--- config.mk ---
export PLATFORM = sky130hd
export DESIGN_NAME = rtcd_decoder
export DESIGN_NICKNAME = d
export VERILOG_FILES = /design/src/rtl/rtcd_pkg.sv /design/src/rtl/rtcd_decoder.sv /design/src/rtl/rtcd_sync.sv /design/src/rtl/rtcd_select.sv
export SDC_FILE = /design/constraint.sdc
export NUM_CORES = 1
export LEC_CHECK = 0
export ABC_AREA = 1
export BUFFER_PORTS_ARGS = -buffer_cell sky130_fd_sc_hd__buf_2
export CELL_PAD_IN_SITES_DETAIL_PLACEMENT = 2
export CELL_PAD_IN_SITES_GLOBAL_PLACEMENT = 2
export CORE_MARGIN = 2
export CORE_UTILIZATION = 33
export DETAILED_ROUTE_END_ITERATION = 8
export PLACE_DENSITY = 0.82
export RECOVER_POWER = 50
export SYNTH_ARGS = -nofsm -noshare
export SYNTH_HDL_FRONTEND = slang
export SYNTH_SLANG_ARGS = --single-unit
--- constraint.sdc ---
create_clock -name clock_i -period 5.6 [get_ports clock_i]
set_input_delay 0.56 -clock clock_i [delete_from_list [all_inputs] [get_ports clock_i]]
set_output_delay 0.56 -clock clock_i [all_outputs]
set_load 0.01 [all_outputs]
--- src/rtl/rtcd_pkg.sv ---
// =============================================================
// shared constants and types of the control word decoder
package rtcd_pkg;
  // =============================================================
  // serial word layout, counted in bit slots after the start bit
  localparam logic [7:0] RTCD_LINE_SLOTS = 8'h11;  // 15 line bits plus 2 spare slots
  localparam logic [7:0] RTCD_SUB_BITS = 8'h16;  // subcarrier increment bits 21..0
  localparam logic [7:0] RTCD_SUB_SLOTS = 8'h1B;  // 22 bits plus 5 spare slots
  localparam logic [7:0] RTCD_FLAG_SLOTS = 8'h05;  // seq, reset, rate, odd/even, colour
  localparam logic [7:0] RTCD_TAIL_50 = 8'hE5;  // trailing spare slots, 50 Hz
  localparam logic [7:0] RTCD_TAIL_60 = 8'hE2;  // trailing spare slots, 60 Hz
  localparam int RTCD_INC_W = 22;  // subcarrier increment width
  localparam logic [7:0] RTCD_SLOT_ONE = 8'h01;  // counter step
  localparam logic RTCD_RATE_50 = 1'b0;  // field-rate code for 50 Hz
  localparam logic RTCD_RATE_60 = 1'b1;  // field-rate code for 60 Hz
  localparam logic [1:0] RTCD_PHSEL_LINE = 2'h0;  // phase reset taken from the word
  // =============================================================
  // register map (byte addresses) and control field positions
  localparam logic [3:0] RTCD_ADDR_CTRL = 4'h0;
  localparam logic [3:0] RTCD_ADDR_STATUS = 4'h4;
  localparam logic [3:0] RTCD_ADDR_INCR = 4'h8;
  localparam int RTCD_CTRL_W = 8;
  localparam logic [7:0] RTCD_CTRL_RESET = 8'h00;
  localparam logic [21:0] RTCD_INCR_RESET = 22'h000000;
  // =============================================================
  // control register, bit 7 down to bit 0
  typedef struct packed {
    logic field_rate_select;  // local field rate setting
    logic colour_detect_use;  // honour colour-detect bit
    logic odd_even_from_input;  // follow received odd/even
    logic field_rate_from_input;  // follow received field rate
    logic [1:0] phase_reset_select;  // phase reset source
    logic phase_reset_decode_enable;  // decode received reset bit
    logic control_input_enable;  // master enable of the word
  } rtcd_ctrl_t;
  // fields of one received word
  typedef struct packed {
    logic [RTCD_INC_W-1:0] sub_inc;  // subcarrier pll increment
    logic colour_seq;  // inverted colour-difference line
    logic phase_reset;  // phase reset request
    logic field_rate;  // 0 = 50 Hz, 1 = 60 Hz
    logic odd_even;  // field parity
    logic colour_det;  // colour present at source
  } rtcd_word_t;
  // decoder states
  typedef enum logic [2:0] {
    RTCD_S_IDLE = 3'b000,
    RTCD_S_LINE = 3'b001,
    RTCD_S_SUB = 3'b010,
    RTCD_S_FLAGS = 3'b011,
    RTCD_S_TAIL = 3'b100
  } rtcd_state_t;
endpackage : rtcd_pkg

--- src/rtl/rtcd_decoder.sv ---
`timescale 1ns/10ps
// Summary of operation
// RULE1: line increment field is received but discarded
// RULE2: sequence bit inverts 625-line colour difference only
// RULE3: reset bit resets phase when fully enabled
// RULE4: received field rate overrides local setting
// RULE5: field rate bit: 0 50 Hz, 1 60 Hz
// RULE6: received odd/even replaces internal flag when enabled
// RULE7: colour-detect bit picks internal or received subcarrier
// RULE8: without colour-detect use, received subcarrier always used
// RULE9: two spare slots follow the line increment
// RULE10: five spare slots follow the subcarrier increment
// RULE11: skip 229 or 226 trailing slots
// RULE12: master enable off keeps every internal value
module rtcd_decoder
  import rtcd_pkg::*;
(
  // clock, reset, enable
  input wire logic clock_i,
  input wire logic rst_i,
  input wire logic ce_i,
  // avalon-mm slave
  input wire logic [3:0] avs_address_i,
  input wire logic avs_read_i,
  input wire logic avs_write_i,
  input wire logic [31:0] avs_writedata_i,
  input wire logic [3:0] avs_byteenable_i,
  output logic [31:0] avs_readdata_o,
  output logic avs_waitrequest_o,
  // serial control word pin
  input wire logic realtime_control_word_input_i,
  // internal generation
  input wire logic internal_odd_even_i,
  input wire logic internal_colour_seq_i,
  // decoded results
  output logic [RTCD_INC_W-1:0] subcarrier_increment_o,
  output logic subcarrier_from_word_o,
  output logic phase_reset_o,
  output logic field_rate_o,
  output logic odd_even_o,
  output logic colour_seq_o,
  output logic word_valid_o
);
  // =============================================================
  // byte-lane merge used by every writable register
  function automatic logic [31:0] rtcd_merge(input logic [31:0] old_v, input logic [31:0] new_v,
                                             input logic [3:0] be);
    logic [31:0] res;
    res = old_v;
    for (int i = 0; i < 4; i++) begin
      if (be[i]) begin
        res[i*8 +: 8] = new_v[i*8 +: 8];
      end
    end
    return res;
  endfunction : rtcd_merge
  // =============================================================
  // pin synchroniser
  logic pin_lvl;  // filtered pin level
  logic pin_lvl_d_ff;  // previous filtered level
  logic nxt_pin_lvl_d;
  rtcd_sync u_sync (
    .clock_i(clock_i),
    .rst_i(rst_i),
    .ce_i(ce_i),
    .pin_i(realtime_control_word_input_i),
    .level_o(pin_lvl)
  );
  // =============================================================
  // register file
  rtcd_ctrl_t ctrl_ff;  // control register
  rtcd_ctrl_t nxt_ctrl;
  logic [RTCD_INC_W-1:0] incr_ff;  // internal subcarrier increment
  logic [RTCD_INC_W-1:0] nxt_incr;
  logic ack_ff;  // one wait state then accept
  logic nxt_ack;
  logic [31:0] rdata_ff;  // registered read data
  logic [31:0] nxt_rdata;
  logic [31:0] merged;  // merged write value
  rtcd_word_t word_ff;  // last received word
  logic [31:0] status_v;  // status view
  // bus next values
  always_comb begin
    nxt_ctrl = ctrl_ff;
    nxt_incr = incr_ff;
    nxt_ack = ce_i ? 1'b0 : ack_ff;
    nxt_rdata = rdata_ff;
    merged = 32'h00000000;
    status_v = {8'h00, word_ff.sub_inc[RTCD_INC_W-1:RTCD_INC_W-19], word_ff.colour_seq,
                word_ff.phase_reset, word_ff.field_rate, word_ff.odd_even, word_ff.colour_det};
    if (ce_i && (avs_read_i || avs_write_i) && !ack_ff) begin
      nxt_ack = 1'b1;
      unique case (avs_address_i)
        // control register
        RTCD_ADDR_CTRL: begin
          merged = rtcd_merge({24'h000000, ctrl_ff}, avs_writedata_i, avs_byteenable_i);
          nxt_rdata = {24'h000000, ctrl_ff};
          if (avs_write_i) begin
            nxt_ctrl = merged[RTCD_CTRL_W-1:0];
          end
        end
        // status of last word
        RTCD_ADDR_STATUS: begin
          nxt_rdata = status_v;
        end
        // internal increment
        RTCD_ADDR_INCR: begin
          merged = rtcd_merge({10'h000, incr_ff}, avs_writedata_i, avs_byteenable_i);
          nxt_rdata = {10'h000, incr_ff};
          if (avs_write_i) begin
            nxt_incr = merged[RTCD_INC_W-1:0];
          end
        end
        // unmapped: reads zero, writes dropped
        default: begin
          nxt_rdata = 32'h00000000;
        end
      endcase
    end
  end
  // bus registers
  always_ff @(posedge clock_i or posedge rst_i) begin
    if (rst_i) begin
      ctrl_ff <= RTCD_CTRL_RESET;
      incr_ff <= RTCD_INCR_RESET;
      ack_ff <= 1'b0;
      rdata_ff <= 32'h00000000;
    end else begin
      ctrl_ff <= nxt_ctrl;
      incr_ff <= nxt_incr;
      ack_ff <= nxt_ack;
      rdata_ff <= nxt_rdata;
    end
  end
  assign avs_waitrequest_o = (avs_read_i || avs_write_i) && !ack_ff;
  assign avs_readdata_o = rdata_ff;
  // =============================================================
  // serial deserialiser
  rtcd_state_t state_ff;  // decoder state
  rtcd_state_t nxt_state;
  logic [7:0] slot_ff;  // slot within the current field
  logic [7:0] nxt_slot;
  logic [RTCD_INC_W-1:0] sub_sr_ff;  // subcarrier shift register
  logic [RTCD_INC_W-1:0] nxt_sub_sr;
  logic [4:0] flag_sr_ff;  // flag shift register
  logic [4:0] nxt_flag_sr;
  logic [7:0] tail_len;  // trailing spare length of this word
  rtcd_word_t nxt_word;
  logic done_ff;  // word complete pulse
  logic nxt_done;
  logic half_ff;  // set on the first clock of a bit slot
  logic nxt_half;
  // decoder next values
  always_comb begin
    nxt_state = state_ff;
    nxt_slot = slot_ff;
    nxt_sub_sr = sub_sr_ff;
    nxt_flag_sr = flag_sr_ff;
    nxt_word = word_ff;
    nxt_done = ce_i ? 1'b0 : done_ff;
    nxt_pin_lvl_d = ce_i ? pin_lvl : pin_lvl_d_ff;
    nxt_half = ce_i ? ~half_ff : half_ff;
    tail_len = (word_ff.field_rate == RTCD_RATE_60) ? RTCD_TAIL_60 : RTCD_TAIL_50;  // RULE11
    // a slot lasts two clocks so the pin filter passes it; taken on its first clock
    if (ce_i && (half_ff || (state_ff == RTCD_S_IDLE))) begin
      nxt_slot = slot_ff + RTCD_SLOT_ONE;
      unique case (state_ff)
        // wait for the rising start bit
        RTCD_S_IDLE: begin
          nxt_slot = 8'h00;
          if (pin_lvl && !pin_lvl_d_ff) begin
            nxt_half = 1'b0;
            nxt_state = RTCD_S_LINE;
          end
        end
        // line increment and its spare slots, content dropped
        RTCD_S_LINE: begin
          if (slot_ff == RTCD_LINE_SLOTS - RTCD_SLOT_ONE) begin  // RULE1 RULE9
            nxt_slot = 8'h00;
            nxt_state = RTCD_S_SUB;
          end
        end
        // subcarrier increment msb first, then spare slots
        RTCD_S_SUB: begin
          if (slot_ff < RTCD_SUB_BITS) begin
            nxt_sub_sr = {sub_sr_ff[RTCD_INC_W-2:0], pin_lvl};
          end
          if (slot_ff == RTCD_SUB_SLOTS - RTCD_SLOT_ONE) begin  // RULE10
            nxt_slot = 8'h00;
            nxt_state = RTCD_S_FLAGS;
          end
        end
        // five flag bits, word latched on the last
        RTCD_S_FLAGS: begin
          nxt_flag_sr = {flag_sr_ff[3:0], pin_lvl};
          if (slot_ff == RTCD_FLAG_SLOTS - RTCD_SLOT_ONE) begin
            nxt_word = {sub_sr_ff, flag_sr_ff[3:0], pin_lvl};
            nxt_done = 1'b1;
            nxt_slot = 8'h00;
            nxt_state = RTCD_S_TAIL;
          end
        end
        // trailing spare slots, pin ignored
        RTCD_S_TAIL: begin
          if (slot_ff == tail_len - RTCD_SLOT_ONE) begin  // RULE11
            nxt_slot = 8'h00;
            nxt_state = RTCD_S_IDLE;
          end
        end
        default: begin
          nxt_slot = 8'h00;
          nxt_state = RTCD_S_IDLE;
        end
      endcase
    end
  end
  // decoder registers
  always_ff @(posedge clock_i or posedge rst_i) begin
    if (rst_i) begin
      state_ff <= RTCD_S_IDLE;
      slot_ff <= 8'h00;
      sub_sr_ff <= 22'h000000;
      flag_sr_ff <= 5'h00;
      word_ff <= '0;
      done_ff <= 1'b0;
      pin_lvl_d_ff <= 1'b0;
      half_ff <= 1'b0;
    end else begin
      state_ff <= nxt_state;
      slot_ff <= nxt_slot;
      sub_sr_ff <= nxt_sub_sr;
      flag_sr_ff <= nxt_flag_sr;
      word_ff <= nxt_word;
      done_ff <= nxt_done;
      pin_lvl_d_ff <= nxt_pin_lvl_d;
      half_ff <= nxt_half;
    end
  end
  // =============================================================
  // value selection and registered outputs
  logic [RTCD_INC_W-1:0] sel_inc;
  logic sel_from_word;
  logic sel_rate;
  logic sel_oe;
  logic sel_seq;
  logic [RTCD_INC_W-1:0] inc_ff;
  logic from_word_ff;
  logic rate_ff;
  logic oe_ff;
  logic seq_ff;
  logic phase_reset_select_ff;
  logic nxt_phase_reset_select;
  rtcd_select u_select (
    .ctrl_i(ctrl_ff),
    .word_i(word_ff),
    .int_inc_i(incr_ff),
    .int_odd_even_i(internal_odd_even_i),
    .int_colour_seq_i(internal_colour_seq_i),
    .sub_inc_o(sel_inc),
    .sub_from_word_o(sel_from_word),
    .field_rate_o(sel_rate),
    .odd_even_o(sel_oe),
    .colour_seq_o(sel_seq)
  );
  // phase reset pulse on a completed word
  always_comb begin
    nxt_phase_reset_select = ce_i ? 1'b0 : phase_reset_select_ff;
    if (ce_i && done_ff && ctrl_ff.control_input_enable && ctrl_ff.phase_reset_decode_enable &&
        (ctrl_ff.phase_reset_select == RTCD_PHSEL_LINE) && word_ff.phase_reset) begin
      nxt_phase_reset_select = 1'b1;  // RULE3
    end
  end
  // output registers
  always_ff @(posedge clock_i or posedge rst_i) begin
    if (rst_i) begin
      inc_ff <= 22'h000000;
      from_word_ff <= 1'b0;
      rate_ff <= RTCD_RATE_50;
      oe_ff <= 1'b0;
      seq_ff <= 1'b0;
      phase_reset_select_ff <= 1'b0;
    end else begin
      phase_reset_select_ff <= nxt_phase_reset_select;
      if (ce_i) begin
        inc_ff <= sel_inc;
        from_word_ff <= sel_from_word;
        rate_ff <= sel_rate;
        oe_ff <= sel_oe;
        seq_ff <= sel_seq;
      end
    end
  end
  assign subcarrier_increment_o = inc_ff;
  assign subcarrier_from_word_o = from_word_ff;
  assign field_rate_o = rate_ff;
  assign odd_even_o = oe_ff;
  assign colour_seq_o = seq_ff;
  assign phase_reset_o = phase_reset_select_ff;
  assign word_valid_o = done_ff;
  // =============================================================
  // checks
  AST_PHASE_RESET: assert property (@(posedge clock_i) disable iff (rst_i) // RULE3
    (ce_i && done_ff && ctrl_ff.control_input_enable && ctrl_ff.phase_reset_decode_enable &&
     ctrl_ff.phase_reset_select == RTCD_PHSEL_LINE && word_ff.phase_reset) |=> phase_reset_o)
    else $error("phase reset missing");
  AST_PHASE_NEEDS_ENABLE: assert property (@(posedge clock_i) disable iff (rst_i) // RULE12
    phase_reset_o |-> $past(ctrl_ff.control_input_enable) && $past(done_ff))
    else $error("phase reset without enable");
  AST_FIELD_RATE_WORD: assert property (@(posedge clock_i) disable iff (rst_i) // RULE4
    (ce_i && ctrl_ff.control_input_enable && ctrl_ff.field_rate_from_input)
    |=> field_rate_o == $past(word_ff.field_rate))
    else $error("field rate not from word");
  AST_FIELD_RATE_LOCAL: assert property (@(posedge clock_i) disable iff (rst_i) // RULE12
    (ce_i && !ctrl_ff.control_input_enable) |=> field_rate_o == $past(ctrl_ff.field_rate_select))
    else $error("field rate not local");
  AST_ODD_EVEN: assert property (@(posedge clock_i) disable iff (rst_i) // RULE6
    (ce_i && ctrl_ff.control_input_enable && ctrl_ff.odd_even_from_input)
    |=> odd_even_o == $past(word_ff.odd_even))
    else $error("odd even not from word");
  AST_COLOUR_INTERNAL: assert property (@(posedge clock_i) disable iff (rst_i) // RULE7
    (ce_i && ctrl_ff.control_input_enable && ctrl_ff.colour_detect_use && !word_ff.colour_det)
    |=> subcarrier_increment_o == $past(incr_ff) && !subcarrier_from_word_o)
    else $error("internal subcarrier not used");
  AST_COLOUR_ALWAYS_WORD: assert property (@(posedge clock_i) disable iff (rst_i) // RULE8
    (ce_i && ctrl_ff.control_input_enable && !ctrl_ff.colour_detect_use)
    |=> subcarrier_increment_o == $past(word_ff.sub_inc))
    else $error("received subcarrier not used");
  AST_SEQ_525: assert property (@(posedge clock_i) disable iff (rst_i) // RULE2
    (ce_i && ctrl_ff.control_input_enable && sel_rate == RTCD_RATE_60) |=> !colour_seq_o)
    else $error("sequence bit in 525-line mode");
  AST_TAIL_LEN: assert property (@(posedge clock_i) disable iff (rst_i) // RULE11
    (ce_i && state_ff == RTCD_S_TAIL && nxt_state == RTCD_S_IDLE)
    |-> slot_ff == ((word_ff.field_rate == RTCD_RATE_60) ? RTCD_TAIL_60 : RTCD_TAIL_50) - 8'h01)
    else $error("tail length wrong");
  AST_FLAGS_AFTER_SUB: assert property (@(posedge clock_i) disable iff (rst_i) // RULE10
    (ce_i && state_ff == RTCD_S_SUB && nxt_state == RTCD_S_FLAGS) |-> slot_ff == 8'h1A)
    else $error("subcarrier field length wrong");
  AST_BUS_WAIT: assert property (@(posedge clock_i) disable iff (rst_i)
    (ce_i && avs_read_i && avs_waitrequest_o) |=> !avs_waitrequest_o)
    else $error("bus wait longer than one cycle");
endmodule : rtcd_decoder

--- src/rtl/rtcd_sync.sv ---
`timescale 1ns/10ps
// =============================================================
// three-stage pin synchroniser with agreement filter
module rtcd_sync
  import rtcd_pkg::*;
(
  // clock and reset
  input wire logic clock_i,
  input wire logic rst_i,
  input wire logic ce_i,
  // pin and filtered level
  input wire logic pin_i,
  output logic level_o
);
  logic [2:0] stage_ff;  // stage 0 is read only by stage 1
  logic [2:0] nxt_stage;
  logic level_ff;  // filtered level
  logic nxt_level;
  // next values: shift and accept a level once two stages agree
  always_comb begin
    nxt_stage = stage_ff;
    nxt_level = level_ff;
    if (ce_i) begin
      nxt_stage = {stage_ff[1:0], pin_i};
      if (stage_ff[1] == stage_ff[2]) begin
        nxt_level = stage_ff[2];
      end
    end
  end
  // registers
  always_ff @(posedge clock_i or posedge rst_i) begin
    if (rst_i) begin
      stage_ff <= 3'h0;
      level_ff <= 1'b0;
    end else begin
      stage_ff <= nxt_stage;
      level_ff <= nxt_level;
    end
  end
  assign level_o = level_ff;
endmodule : rtcd_sync

--- src/rtl/rtcd_select.sv ---
`timescale 1ns/10ps
// =============================================================
// chooses received or internal values per enable bit
module rtcd_select
  import rtcd_pkg::*;
(
  // settings and received word
  input wire rtcd_ctrl_t ctrl_i,
  input wire rtcd_word_t word_i,
  // internal generation
  input wire logic [RTCD_INC_W-1:0] int_inc_i,
  input wire logic int_odd_even_i,
  input wire logic int_colour_seq_i,
  // chosen values
  output logic [RTCD_INC_W-1:0] sub_inc_o,
  output logic sub_from_word_o,
  output logic field_rate_o,
  output logic odd_even_o,
  output logic colour_seq_o
);
  logic en;  // master enable
  // selection, internal values whenever the master enable is off
  always_comb begin
    en = ctrl_i.control_input_enable;  // RULE12
    sub_from_word_o = en & (~ctrl_i.colour_detect_use | word_i.colour_det);  // RULE7 RULE8
    sub_inc_o = sub_from_word_o ? word_i.sub_inc : int_inc_i;
    field_rate_o = ctrl_i.field_rate_select;
    if (en & ctrl_i.field_rate_from_input) begin
      field_rate_o = word_i.field_rate;  // RULE4 RULE5
    end
    odd_even_o = (en & ctrl_i.odd_even_from_input) ? word_i.odd_even : int_odd_even_i;  // RULE6
    // 525-line operation carries no inversion
    colour_seq_o = int_colour_seq_i;
    if (en) begin
      colour_seq_o = (field_rate_o == RTCD_RATE_50) ? word_i.colour_seq : 1'b0;  // RULE2
    end
  end
endmodule : rtcd_select

==> flow_summary.toml <==
[grt]
antenna_found_initial = 0
track_usage_pct = 21.3
grt_pass1_vias = 6524
overflow = 0
grt_max_degree = 68
grt_pass1_wl_mm = 36.1

[final_layout]
mostFrequentLayoutCells = "nand2_1, dfrtp_1, o21ai_0"
final_common_cell = "nand2_1"
nets = 949
fillCellCount = 2353
antenna_cells = 0
drive_gt1_share_pct = 10.2
area_delta_synth_final_pct = 17.0

[yosys]
yosys_warnings = 0
syn_area_mm2 = 0.00679
synth.avg_cell_area_um2 = 8.29
synthFlopType = "dfrtp_1"
synth_edf_count = 0
yosysSeqAreaShare_pct = 56.4
synthCells = 819
ys_ff_latch = 153
synth_cell_types = 34
async_flop_share_pct = 100

[sta]
worstMarginPinSlew_ns = 1.95
whs_ns = 0.349
timing.final.crit_share_pct = 53.9
final_max_slew_viol_count = 110
fmaxAchievable_mhz = 331
rsz0062_at_grt = "no"
finalClockSkew_ns = 0.00996
slew_headroom_pct = -30.7
setup-tns-final_ns = 0
fin_crit_ns = 3.02
setup_viol = 0
final-hold-violation-count = 0

[floorplan]
fp.dieW_um = 147
dieArea_mm2 = 0.0217
die_y_um = 147
ios = 109
start_util_pct = 33.6
num_rows = 52
core_mm2 = 0.0202

[critical_path]
worstReg2RegEnd = "status_v[1]"
r2r_slack_ns = 2.96
critPathRequiredTime_ns = 5.82
crit_type = "primary input to asynchronous set/reset pin"
worst-path-max-fanout = 67
rr_worst_depth = 7
arrival_ns = 3.24
rr_startpoint = "state_ff[0]"
end_kind = "asynchronous set/reset pin"
startpoint_type = "primary input"

[clock_tree]
path_clk_slew_ns = 0.06
postCtsResizedCells = 0
cts_tree = "built"
ctsHoldBuffers = 0
cts_root_buf = "clkbuf_16"
h-tree-depth = 4
clk_latency_ns = 0.43
cts.sinks = 153
post_cts_buffers = 0
cts_max_path_buffers = 2
tritoncts.num_buffers = 17

[placement]
port_buffers = 89
gp_congestion = 0.771
hpwlAfterDp_mm = 14.3

[outcome]
status = "complete, but fails checks"
violations = "max-capacitance violations, max-slew violations"

[detailed_routing]
wl_per_cell_um = 18.8
antenna_left = 0
via_per_inst = 4.91
drtIter0Drc = 221
vias = 5800
drc = 0
drt-pass1-iter-count = 5
drt-total-wl_mm = 22.3

[hold_path]
worstHoldPathCells = 3
holdPathEnd = "u_sync.stage_ff[0]"
hold_path_class = "primary input to register"
hp-start = "realtime_control_word_input_i"

[pwr]
cellLeakagePower_nw = 3.90
power_density_mw_per_mm2 = 365
vdd_drop_max_mv = 0.216

[job]
cap_viol_max_count = 2
-- worst max-delay path: stages --
cell        delay [ns]
buf_2             0.10
clkinvlp_2        1.10
clkbuf_2          1.39
-- where the power goes --
group | leakage [nW] | internal (W) | switching [W]
combinational | 1.66 | 0.000133 | 0.000327
sequential | 1.98 | 0.00121 | 0.0000970
clock | 0.259 | 0.000619 | 0.000508
-- worst max-delay path by stage --
stage,startpoint,end,slack [ns],cells after the start
after floorplan,rst_i,ack_ff,0.92,1
after global placement,ce_i,status_v[23],2.78,7
after detailed placement,ce_i,status_v[23],2.58,7
after CTS,state_ff[0],status_v[16],2.91,7
after global routing,rst_i,incr_ff[13],2.04,3
final,rst_i,subcarrier_increment_o[11],2.58,3
-- registers in the layout (all words and copies together), names as in the netlist, 3 cells and up --
register                count
ctrl_ff                     8
flag_sr_ff                  4
state_ff                    3
subcarrier_increment_o     22
word_ff                     3
u_sync.stage_ff             3
status_v                   24
sub_sr_ff                  22
incr_ff                    22
avs_readdata_o             24
slot_ff                     8
-- layer usage --
metal / routed length [um] / part of all wire, % / track usage, % / vias up
met1: 10000 / 45 / 27.4 / 2961
met4: 306 / 1.4 / 5.72 / 0
met5: 0 / 0 / 0 / -
met3: 655 / 2.9 / 3.98 / 26
li1: - / - / - / 2713
met2: 11300 / 51 / 36.9 / 100
-- logic make-up (layout without fill, tap and decap cells) --
group | Yosys count | after routing | synth area share [%]
AND/OR/NAND/NOR | 346 | 346 | 21.0
adder cells (fa/ha/maj) | 3 | 3 | 0.553
AO/OA/AOI/OAI | 176 | 176 | 13.1
flip-flops | 153 | 153 | 56.4
XOR/XNOR | 5 | 5 | 0.645
other | 1 | 8 | 0.0552
buffers and inverters | 135 | 220 | 8.18
-- cell usage after synthesis (2+ instances only) --
cell      number  area (um2)
ha_1           3        37.5
buf_2          8        40.0
clkbuf_1      23        86.3
o21ai_0      120         601
nand2_1      248         931
xor2_1         4        35.0
nor2_1        65         244
nor2_4         2        22.5
o21ai_1       24         120
inv_1         92         345
nand4_1        4        25.0
buf_4          8        60.1
dfrtp_1      153        3830
nand3_4        2        35.0
a21oi_1       28         140
nand3_1       17        85.1
-- area by class of cell --
type / count / area [um2] / area share (%)
clock inverters: 15 / 145 / 1.83
flip-flops and latches: 153 / 3830 / 48.2
inverters: 94 / 355 / 4.47
repair buffers: 94 / 425 / 5.36
well taps: 270 / 338 / 4.25
multi-input cells: 538 / 2420 / 30.5
clock buffers: 17 / 425 / 5.36
-- stage by stage --
step	area [um2]	std cells	setup WS, ns	power [W]	util [%]
floorplan	6820	826	0.919	0.00161	-
global placement	7440	1149	2.78	0.00176	36.8
detailed placement	7440	1149	2.58	0.00179	36.8
CTS	8010	1181	2.91	0.00294	39.6
global route	7940	1181	2.04	0.00305	39.2
finish	7940	1181	2.58	0.00290	39.2
No activity file was read; power rests on OpenSTA's default activity.
